## src/pkg/oled_seq_pkg.sv

```systemverilog
// constants and types for the display power and initialisation sequencer
// How it works
// - hold panel reset low at least 3us
// - wait 3us after reset low, then panel supply
// - display-on command after panel supply stable
// - power down: display-off before panel supply off
// - logic supply off at least 80ms later
// - logic supply never off while panel on
// - clock setting command then 105Hz byte
// - multiplex command then 1/64 duty byte
// - offset, start line, remap, scan, pin config
// - contrast command with 0x80
// - precharge, deselect level, resume, normal display
// - clear eight pages of 128 zero bytes
// - start with display-off, end with display-on
`default_nettype none
package oled_seq_pkg;
	// ----------------------------------------------------------------
	// timing
	// ----------------------------------------------------------------
	localparam int CLK_HZ = 50_000_000;
	localparam int RESET_PULSE_TIME_NS = 3000;
	localparam int RESET_TO_PANEL_SUPPLY_DELAY_NS = 3000;
	localparam int DRIVER_ON_DELAY_MS = 100;
	localparam int OFF_DELAY_MIN_MS = 80;
	localparam int OFF_DELAY_TYP_MS = 100;
	localparam int SUPPLY_SETTLE_MS = 1;
	// least times round up
	localparam int RESET_PULSE_CYC = (RESET_PULSE_TIME_NS * (CLK_HZ / 1_000_000) + 999) / 1000;
	localparam int PANEL_DELAY_CYC =
		(RESET_TO_PANEL_SUPPLY_DELAY_NS * (CLK_HZ / 1_000_000) + 999) / 1000;
	localparam int DRIVER_ON_CYC = DRIVER_ON_DELAY_MS * (CLK_HZ / 1000);
	localparam int OFF_DELAY_CYC = OFF_DELAY_TYP_MS * (CLK_HZ / 1000);
	localparam int SETTLE_CYC = SUPPLY_SETTLE_MS * (CLK_HZ / 1000);
	// ----------------------------------------------------------------
	// commands
	// ----------------------------------------------------------------
	localparam logic [7:0] CMD_DISPLAY_OFF = 8'hAE;
	localparam logic [7:0] CMD_DISPLAY_ON = 8'hAF;
	localparam logic [7:0] CMD_PAGE_BASE = 8'hB0;
	localparam logic [7:0] CMD_COL_LOW = 8'h00;
	localparam logic [7:0] CMD_COL_HIGH = 8'h10;
	localparam logic [7:0] CLEAR_BYTE = 8'h00;
	localparam int INIT_LEN = 20;
	localparam int PAGES = 8;
	localparam int COLUMNS = 128;
	localparam logic [7:0] INIT_TABLE [INIT_LEN] = '{
		8'hAE, 8'hD5, 8'hA0, 8'hA8, 8'h3F, 8'hD3, 8'h00, 8'h40, 8'hA1, 8'hC8,
		8'hDA, 8'h12, 8'h81, 8'h80, 8'hD9, 8'h22, 8'hDB, 8'h3C, 8'hA4, 8'hA6};
	typedef enum logic [4:0] {
		ST_OFF, ST_VDD_SETTLE, ST_RESET_LOW, ST_PANEL_WAIT, ST_INIT, ST_PAGE,
		ST_COL_LO, ST_COL_HI, ST_CLEAR, ST_VCC_SETTLE, ST_ON_CMD, ST_DRV_WAIT,
		ST_READY, ST_OFF_CMD, ST_VCC_OFF, ST_OFF_WAIT
	} seq_state_e;
endpackage : oled_seq_pkg
`default_nettype wire

```

## src/pkg/byte_if.sv

```systemverilog
// byte request channel between sequencer and byte writer
`default_nettype none
interface byte_if;
	logic valid;
	logic ready;
	logic dc;
	logic [7:0] data;
	modport src (output valid, output dc, output data, input ready);
	modport dst (input valid, input dc, input data, output ready);
endinterface : byte_if
`default_nettype wire

```

## src/rtl/byte_writer.sv

```systemverilog
// parallel write strobe generator for one byte at a time
`default_nettype none
module byte_writer #(
	parameter int STROBE_CYC = 4
) (
	input wire logic clk,
	input wire logic resetn,
	byte_if.dst req,
	output logic wr_n,
	output logic dc,
	output logic [7:0] data
);
	import oled_seq_pkg::*;
	logic [3:0] cnt_r;
	logic busy_r;
	// idle takes a byte, then holds it for a low and a high phase of the strobe
	assign req.ready = !busy_r;
	always_ff @(posedge clk or negedge resetn) begin
		if (!resetn) begin
			busy_r <= 1'b0;
			cnt_r <= 4'h0;
			wr_n <= 1'b1;
			dc <= 1'b0;
			data <= 8'h00;
		end else if (!busy_r) begin
			if (req.valid) begin
				busy_r <= 1'b1;
				cnt_r <= 4'h0;
				dc <= req.dc;
				data <= req.data;
				wr_n <= 1'b0;
			end
		end else begin
			cnt_r <= cnt_r + 4'h1;
			if (cnt_r == 4'(STROBE_CYC - 1))
				wr_n <= 1'b1;
			if (cnt_r == 4'(2 * STROBE_CYC - 1))
				busy_r <= 1'b0;
		end
	end
endmodule : byte_writer
`default_nettype wire

```

## src/rtl/oled_power_init_sequencer.sv

```systemverilog
// host sequencer: supplies, reset pulse, init commands, ram clear, power down
`default_nettype none
module oled_power_init_sequencer #(
	parameter int DRIVER_ON_CYCLES = oled_seq_pkg::DRIVER_ON_CYC,
	parameter int OFF_DELAY_CYCLES = oled_seq_pkg::OFF_DELAY_CYC,
	parameter int SETTLE_CYCLES = oled_seq_pkg::SETTLE_CYC
) (
	input wire logic clk,
	input wire logic resetn,
	input wire logic power_up,
	input wire logic power_down,
	output logic vdd_en,
	output logic vcc_en,
	output logic panel_reset_low_n,
	output logic wr_n,
	output logic dc,
	output logic [7:0] data,
	output logic ready,
	output logic busy
);
	import oled_seq_pkg::*;
	// ----------------------------------------------------------------
	// state
	// ----------------------------------------------------------------
	seq_state_e state_r;
	// wide enough for the 100ms waits at the full clock rate
	logic [23:0] timer_r;
	logic [4:0] idx_r;
	logic [2:0] page_r;
	logic [6:0] col_r;
	logic timer_done;
	logic send;
	byte_if bus ();
	assign timer_done = (timer_r == 24'h000000);
	assign ready = (state_r == ST_READY);
	assign busy = (state_r != ST_READY) && (state_r != ST_OFF);

	// ----------------------------------------------------------------
	// byte source
	// ----------------------------------------------------------------
	always_comb begin
		bus.valid = 1'b0;
		bus.dc = 1'b0;
		bus.data = 8'h00;
		unique case (state_r)
			ST_INIT: begin
				bus.valid = 1'b1;
				bus.data = INIT_TABLE[idx_r];
			end
			ST_PAGE: begin
				bus.valid = 1'b1;
				bus.data = CMD_PAGE_BASE + {5'h00, page_r};
			end
			ST_COL_LO: begin
				bus.valid = 1'b1;
				bus.data = CMD_COL_LOW;
			end
			ST_COL_HI: begin
				bus.valid = 1'b1;
				bus.data = CMD_COL_HIGH;
			end
			ST_CLEAR: begin
				bus.valid = 1'b1;
				bus.dc = 1'b1;
				bus.data = CLEAR_BYTE;
			end
			ST_ON_CMD: begin
				bus.valid = 1'b1;
				bus.data = CMD_DISPLAY_ON;
			end
			ST_OFF_CMD: begin
				bus.valid = 1'b1;
				bus.data = CMD_DISPLAY_OFF;
			end
			default: begin
				bus.valid = 1'b0;
			end
		endcase
	end
	// a byte moves on the cycle both sides agree
	assign send = bus.valid && bus.ready;

	// ----------------------------------------------------------------
	// sequence
	// ----------------------------------------------------------------
	// the timer counts down by itself; states only reload it
	always_ff @(posedge clk or negedge resetn) begin
		if (!resetn) begin
			state_r <= ST_OFF;
			timer_r <= 24'h000000;
			idx_r <= 5'h00;
			page_r <= 3'h0;
			col_r <= 7'h00;
		end else begin
			if (!timer_done)
				timer_r <= timer_r - 24'h000001;
			unique case (state_r)
				ST_OFF: if (power_up) begin
					state_r <= ST_VDD_SETTLE;
					timer_r <= 24'(SETTLE_CYCLES - 1);
				end
				ST_VDD_SETTLE: if (timer_done) begin
					state_r <= ST_RESET_LOW;
					timer_r <= 24'(RESET_PULSE_CYC - 1);
				end
				ST_RESET_LOW: if (timer_done) begin
					// reset released after the pulse, device registers now default
					state_r <= ST_PANEL_WAIT;
					timer_r <= 24'(PANEL_DELAY_CYC - 1);
				end
				ST_PANEL_WAIT: if (timer_done) begin
					state_r <= ST_INIT;
					idx_r <= 5'h00;
				end
				ST_INIT: if (send) begin
					if (idx_r == 5'(INIT_LEN - 1)) begin
						state_r <= ST_PAGE;
						page_r <= 3'h0;
					end else
						idx_r <= idx_r + 5'h01;
				end
				ST_PAGE: if (send)
					state_r <= ST_COL_LO;
				ST_COL_LO: if (send)
					state_r <= ST_COL_HI;
				ST_COL_HI: if (send) begin
					state_r <= ST_CLEAR;
					col_r <= 7'h00;
				end
				ST_CLEAR: if (send) begin
					// column wraps with the page, one full row of zeros per page
					col_r <= col_r + 7'h01;
					if (col_r == 7'(COLUMNS - 1)) begin
						if (page_r == 3'(PAGES - 1)) begin
							state_r <= ST_VCC_SETTLE;
							timer_r <= 24'(SETTLE_CYCLES - 1);
						end else begin
							page_r <= page_r + 3'h1;
							state_r <= ST_PAGE;
						end
					end
				end
				// no supply-good input, so a fixed settle time stands in for it
				ST_VCC_SETTLE: if (timer_done)
					state_r <= ST_ON_CMD;
				ST_ON_CMD: if (send) begin
					state_r <= ST_DRV_WAIT;
					timer_r <= 24'(DRIVER_ON_CYCLES - 1);
				end
				ST_DRV_WAIT: begin
					// the panel latches display-on at the strobe end; count from when the writer frees up, after its high phase
					if (!bus.ready)
						timer_r <= 24'(DRIVER_ON_CYCLES - 1);
					else if (timer_done)
						state_r <= ST_READY;
				end
				ST_READY: if (power_down)
					state_r <= ST_OFF_CMD;
				ST_OFF_CMD: if (send)
					state_r <= ST_VCC_OFF;
				ST_VCC_OFF: if (bus.ready) begin
					// wait for the strobe to finish before dropping the panel supply
					state_r <= ST_OFF_WAIT;
					timer_r <= 24'(OFF_DELAY_CYCLES - 1);
				end
				ST_OFF_WAIT: if (timer_done)
					state_r <= ST_OFF;
				default: state_r <= ST_OFF;
			endcase
		end
	end

	// ----------------------------------------------------------------
	// supply and reset decode
	// ----------------------------------------------------------------
	// panel supply spans the first init byte up to the finished display-off strobe
	function automatic logic panel_supply_on(input seq_state_e s);
		return s inside {ST_INIT, ST_PAGE, ST_COL_LO, ST_COL_HI, ST_CLEAR, ST_VCC_SETTLE,
			ST_ON_CMD, ST_DRV_WAIT, ST_READY, ST_OFF_CMD, ST_VCC_OFF};
	endfunction : panel_supply_on
	// reset pin stays low from power off through the full pulse
	function automatic logic reset_asserted(input seq_state_e s);
		return s inside {ST_OFF, ST_VDD_SETTLE, ST_RESET_LOW};
	endfunction : reset_asserted

	// ----------------------------------------------------------------
	// supplies and reset pin
	// ----------------------------------------------------------------
	// logic supply only drops from the final wait, after panel supply is off
	always_ff @(posedge clk or negedge resetn) begin
		if (!resetn) begin
			vdd_en <= 1'b0;
		end else begin
			vdd_en <= (state_r != ST_OFF) && !(state_r == ST_OFF_WAIT && timer_done);
		end
	end
	// registered, so the supply edge lands one clock after the state that asks for it
	always_ff @(posedge clk or negedge resetn) begin
		if (!resetn) begin
			vcc_en <= 1'b0;
		end else begin
			vcc_en <= panel_supply_on(state_r);
		end
	end
	always_ff @(posedge clk or negedge resetn) begin
		if (!resetn) begin
			panel_reset_low_n <= 1'b0;
		end else begin
			panel_reset_low_n <= !reset_asserted(state_r);
		end
	end

	byte_writer byte_writer_i (
		.clk(clk),
		.resetn(resetn),
		.req(bus),
		.wr_n(wr_n),
		.dc(dc),
		.data(data)
	);
endmodule : oled_power_init_sequencer
`default_nettype wire

```

## config.mk

```make
export PLATFORM = sky130hd
export DESIGN_NAME = oled_power_init_sequencer
export DESIGN_NICKNAME = d
export VERILOG_FILES = /design/src/pkg/oled_seq_pkg.sv /design/src/pkg/byte_if.sv /design/src/rtl/byte_writer.sv /design/src/rtl/oled_power_init_sequencer.sv
export SDC_FILE = /design/constraint.sdc
export NUM_CORES = 1
export LEC_CHECK = 0
export BUFFER_PORTS_ARGS = -buffer_cell sky130_fd_sc_hd__buf_2
export CAP_MARGIN = 25
export CORE_AREA = 2 2 93 95
export DETAILED_ROUTE_END_ITERATION = 8
export DIE_AREA = 0 0 95 97
export PLACE_DENSITY = 0.61
export SLEW_MARGIN = 20
export SYNTH_ARGS = -nofsm -noshare
export SYNTH_HDL_FRONTEND = slang
export SYNTH_SLANG_ARGS = --single-unit
```

## constraint.sdc

```tcl
create_clock -name clk -period 4.4 [get_ports clk]
set_clock_uncertainty 0.15 [all_clocks]
set_input_delay 0 -clock clk [delete_from_list [all_inputs] [get_ports clk]]
set_output_delay 0 -clock clk [all_outputs]
set_load 0.01 [all_outputs]
```

Word-level counts from Yosys, hierarchy flattened
Memories as Yosys holds them, arrays and structs flattened. Index checks and enable logic that the tools add are counted.

Bits in registers: 62. Bits in latches: 0. RAM bits: 0. ROM bits: 256. Input bits: 4. Output and inout bits: 15. Word-level logic and storage cells: 146. Memories: 1.

Add/subtract/negate cells: 6. Multiply operators: 0. Div/mod/pow operators: 0. Magnitude comparators: 1. Equal/unequal tests: 43. Shifts and indexed selects: 0. Multiplexer cells: 56. Bitwise gates (word level): 2. Reduce and logical (&&, ||, !) cells: 24.

Memory list: (name not given) (words 32, width 8, rd ports 1, clocked after Yosys merged registers in 0, write ports 0, RTL line oled_power_init_sequencer.sv:48) `bus.data = INIT_TABLE[idx_r];`.

Operator list (count): two-way mux 24 bit (9); one-hot mux 24 bit (6 select lines) (1); two-way mux 5 bit (21); one-hot mux 5 bit (16 select lines) (1); != test 2 bit (second input constant) (22); == test 5 x 4 -> 1 bit (second input constant) (8); one-hot mux 8 bit (5 select lines) (1); logical NOT 24 bit (1); subtractor 24 x 1 -> 24 bit (second input constant) (1); == test 5 x 3 -> 1 bit (second input constant) (4); AND reduction 19 bit (1); two-way mux 8 bit (2); two-way mux 3 bit (5); two-way mux 7 bit (2); one-hot mux 7 bit (2 select lines) (1); two-way mux 4 bit (3); nonzero test 11 bit (1); == test 5 x 2 -> 1 bit (second input constant) (2); one-hot mux 5 bit (2 select lines) (1); adder 8 x 3 -> 8 bit (first input constant) (1); two-way mux 1 bit (8); nonzero test 2 bit (4); adder 7 x 1 -> 7 bit (second input constant) (1); == test 7 bit (second input constant) (1); other kinds (24) (30).

Logic depth before layout (Yosys ltp)
Depth after elaboration: 6. Mapped depth: 10. Gate-level depth less buffers: 9.

Hierarchy
A second synthesis with hierarchy kept.

Cells, all modules: 427. Area, all modules: 3892.5 µm².

By module, submodules not included: oled_power_init_sequencer (times used 1, cells an instance 382, area each 3288.2 µm², sequential area each 1151.1 µm²); byte_writer (times used 1, cells an instance 45, area each 604.3 µm², sequential area each 376.6 µm²).

Worst setup path after synthesis
No wires, ideal clock.

Kind: register to register. From: register timer_r[0]. To: register idx_r[4]. Data arrival time: 2016 ps. Setup slack: 2109 ps. Stages on the path, launching flop included: 10. Buffers on the path: 0. Path through: dfrtp_1 -> inv_1 -> ha_1 -> nor4b_1 -> nand4_2 -> nor2_4 -> inv_2 -> o31a_1 -> a21oi_1 -> o21ai_1.

Longest elaborated chain between the ends: 3.

Ends and longest elaborated chain: start: declaration (RTL line oled_power_init_sequencer.sv:27) `logic [23:0] timer_r;`; start signal: assignment (RTL line oled_power_init_sequencer.sv:96) `timer_r <= timer_r - 24'h000001;`; start signal: assignment (RTL line oled_power_init_sequencer.sv:100) `timer_r <= 24'(SETTLE_CYCLES - 1);`; start signal: assignment (RTL line oled_power_init_sequencer.sv:104) `timer_r <= 24'(RESET_PULSE_CYC - 1);`; logical NOT 24 bit (RTL line oled_power_init_sequencer.sv:34) `assign timer_done = (timer_r == 24'h000000);`; != test 2 bit (no line); AND reduction 4 bit (no line); end signal: assignment (RTL line oled_power_init_sequencer.sv:120) `idx_r <= idx_r + 5'h01;`; end: declaration (RTL line oled_power_init_sequencer.sv:28) `logic [4:0] idx_r;`.

No other way between the ends. A chain may end at the register's enable or synchronous reset.

Final worst setup path
From: register timer_r[0]. To: register timer_r[23].

Longest elaborated chain between the ends: 6. Elaborated cells between the ends (all ways): 12. Classes of those cells: add/sub: 1; mux: 10; reduce/logical: 1.

Ends and longest elaborated chain: subtractor 24 x 1 -> 24 bit / logical NOT 24 bit (equally long branches) (RTL line oled_power_init_sequencer.sv:96, oled_power_init_sequencer.sv:34); two-way mux 24 bit (RTL line oled_power_init_sequencer.sv:95) `if (!timer_done)`; two-way mux 24 bit (RTL line oled_power_init_sequencer.sv:134) `if (page_r == 3'(PAGES - 1)) begin`; two-way mux 24 bit (RTL line oled_power_init_sequencer.sv:133) `if (col_r == 7'(COLUMNS - 1)) begin`; two-way mux 24 bit (RTL line oled_power_init_sequencer.sv:130) `ST_CLEAR: if (send) begin`; one-hot mux 24 bit (6 select lines) * (RTL line oled_power_init_sequencer.sv:97) `unique case (state_r)`.

Mark *: on every way between the ends. The rest lies on a longest branch, timed or not.

==> results.ini <==
[route]
wire_per_inst_um = 15.9
via_per_inst = 5.69
antenna_left = 0
vias = 3136
drc = 0
drtPass1Iterations = 5
first_iter_violations = 207
drt_wl_total_um = 8740

[logic_synthesis]
synth_warnings = 0
ys_seq_elements = 61
seq_area_frac_synth_pct = 41.0
ys.flop_type = dfrtp_1
synth_edf_count = 0
synth.distinct_cells = 68
ys_async_sr_fraction_pct = 100
synth_top_cell_area_share_pct = 40.3
syn-num-nets = 448
syn_avg_cell_area_sq_um = 8.66
synthTopCellsByArea = dfrtp_1 40%, o21ai_0 5.5%, nand2_1 4.9%
synthCells = 430
synth_top_cell_by_area = dfrtp_1
synth_area_sq_mm = 0.00372

[power]
leakage_nw = 1.57
peakVddDrop_mv = 0.135
pwr_density_cell_mw_per_mm2 = 265

[critical_path]
r2r_slack_ns = 1.59
cp_top_family = simple AND/OR/NAND/NOR gates
crit_path_max_fanout = 10
timing.rr.end = timer_r[23]$_DFF_PN0_
reg2reg_depth = 9
cp-startpoint = timer_r[0]$_DFF_PN0_
critPathRequiredTime_ns = 4.44
worstPathArrival_ns = 2.85
crit_end = timer_r[23]$_DFF_PN0_
critPathKind = register to register
worstPathCellList = inv_1, ha_1, nor4b_1, nand4_2, nor2_4, inv_2, a21oi_1, nor2b_1, nor2_1
cp-start-kind = register
timing.rr.start = timer_r[0]$_DFF_PN0_
critical_path_buf_inv_count = 2
max_stage_delay_ns = 0.57
cp_slowest_cell = nor2b_1
cp.depth = 9
end_kind = register

[sta]
fin_crit_sh_pct = 64.0
clock.fmax_ghz = 0.355
grt_setup_unrepaired = false
period_needed_ns = 2.81
final.setup.tns_ns = 0
relSlewSlack_pct = 47.1
setup_viol = 0
final-hold-violation-count = 0
report.final.slew_viol_count = 0
tightest_slew_ns = 0.794

[finish]
fillers = 740
postLayoutCellArea_sq_mm = 0.00409
final_common_cell = dfrtp_1
final_nets = 459
layout-drive-gt1-share_pct = 11.7
diodes = 0
area_delta_synth_final_pct = 9.82
multiInputGateArea_sq_mm = 0.00204
final_cell_mix = 60 x dfrtp_1, 49 x nand2_1, 43 x nor2_1
layout.area.seq_sq_mm = 0.00153

[global_route]
first_global_vias = 2965
grt.total_usage_pct = 20.2
grt_pass1_wl_um = 14800
grt_antenna_before_repair = 0
grt_max_degree = 62
overflow = 0

[cts]
post_cts_buffers = 0
cts_root_buf = clkbuf_8
cts_tree = done
cts_buffers = 9
cts.clk_slew.worst_paths_ns = 0.08
insertion_delay_ns = 0.34
cts.sinks = 61
htreeDepth = 3
clk_path_buf_depth = 2

[die]
core_sq_mm = 0.00813
die_height_um = 97
ios = 19
num_rows = 33
start_util_pct = 45.8
dieArea_sq_mm = 0.00922
die_w_um = 95

[job]
maxCapViolations = 0

[status]
status = complete, no violations

[place]
hpwl_um = 6190
place.gp.congestion = 0.915
place_area_sq_mm = 0.00387
portBuffers = 18

[worst_hold_path]
worstHoldPathType = input pin to async pin

==> state kept, by name (all words and copies together) (netlist names), 3 cells and up <==
register,flops
col_r,7
page_r,3
byte_writer_i.cnt_r,4
byte_writer_i.data,8
state_r,4
timer_r,24
idx_r,5
==> synthesized netlist by cell type (all sizes together) (2+ instances only) <==
| cell | count |
|---|---|
| or3 | 2 |
| a41oi | 3 |
| ha | 14 |
| o221ai | 2 |
| o31ai | 4 |
| and3 | 3 |
| nor2b | 2 |
| nand2 | 49 |
| xnor2 | 16 |
| or2 | 3 |
| o211ai | 6 |
| inv | 16 |
| a21o | 2 |
| mux2i | 3 |
| nor2 | 44 |
| nand3 | 15 |
| o21ai | 45 |
| a21oi | 29 |
| xor2 | 5 |
| a31oi | 6 |
| buf | 5 |
| o22ai | 2 |
| mux2 | 2 |
| a22o | 4 |
| nand4 | 4 |
| nand2b | 10 |
| clkinv | 2 |
| and2 | 3 |
| clkbuf | 16 |
| o21a | 3 |
| or4 | 3 |
| nor3 | 15 |
| o31a | 2 |
| dfrtp | 60 |
| nor4 | 9 |
==> layer usage <==
layer  vias up  wire [um]  share of wire (%)  GRT usage (%)
met5         -          0                  0              0
met4         0        121                1.4           5.69
met3        11        326                3.7           3.97
met2        73       4220                 48           32.4
met1      1491       4080                 47           27.6
li1       1561          -                  -              -
==> what timing repair did <==
| action | CTS | global route |
|---|---|---|
| endpoints found under the hold margin | 63 | 0 |
| resized for setup | 0 | 0 |
| hold buffers | 2 | 0 |
==> logic make-up (layout without fill, tap and decap cells) <==
logic type,Yosys count,after routing,share of synthesized area [%]
flip-flops,61,61,41.0
XOR/XNOR,21,21,4.94
AO/OA/AOI/OAI,123,123,20.7
buffers and inverters,39,55,4.07
adder cells (fa/ha/maj),14,14,4.71
AND/OR/NAND/NOR,167,167,23.2
multiplexers,5,5,1.41
==> per-stage QoR <==
step / total power (W) / util, % / hold slack [ns] / setup WS, ns / cells
6_report: 0.00108 / 50.3 / 0.202 / 1.59 / 551
3_5_place_dp: 0.000586 / 47.5 / 0.0695 / 1.55 / 533
2_1_floorplan: 0.000572 / - / -0.446 / 2.11 / 430
5_1_grt: 0.00112 / 50.3 / 0.290 / 1.31 / 551
3_3_place_gp: 0.000586 / 47.5 / 0.0650 / 1.64 / 533
4_1_cts: 0.00110 / 50.3 / 0.235 / 1.52 / 551
==> how the worst min path moves through the flow <==
stage | depth (start not counted) | slack (ns) | from | endpoint
after global routing | 3 | 0.29 | resetn | timer_r[21]$_DFF_PN0_
after global placement | 2 | 0.07 | resetn | timer_r[21]$_DFF_PN0_
after CTS | 3 | 0.23 | resetn | timer_r[22]$_DFF_PN0_
after detailed placement | 2 | 0.07 | resetn | timer_r[21]$_DFF_PN0_
final | 3 | 0.20 | resetn | timer_r[23]$_DFF_PN0_
after floorplan | 0 | -0.45 | resetn | byte_writer_i.busy_r$_DFF_PN0_
==> worst min-delay path, delay by kind of cell <==
| family | cells | cell delay [ns] |
|---|---|---|
| buf+inv | 3 | 1.20 |
==> power breakdown <==
group / internal (W) / switching [W]
Sequential: 0.000560 / 0
Combinational: 0.00000294 / 0.0000120
Clock: 0.000278 / 0.000230
==> cell type report <==
| type | count | area share (%) |
|---|---|---|
| clock inverter | 5 | 1.44 |
| timing repair buffer | 21 | 2.88 |
| inverter | 18 | 1.65 |
| multi-input combinational | 330 | 50.0 |
| clock buffer | 11 | 3.46 |
| tap | 105 | 3.21 |
| sequential | 61 | 37.4 |
(Power assumes the default switching activity.)
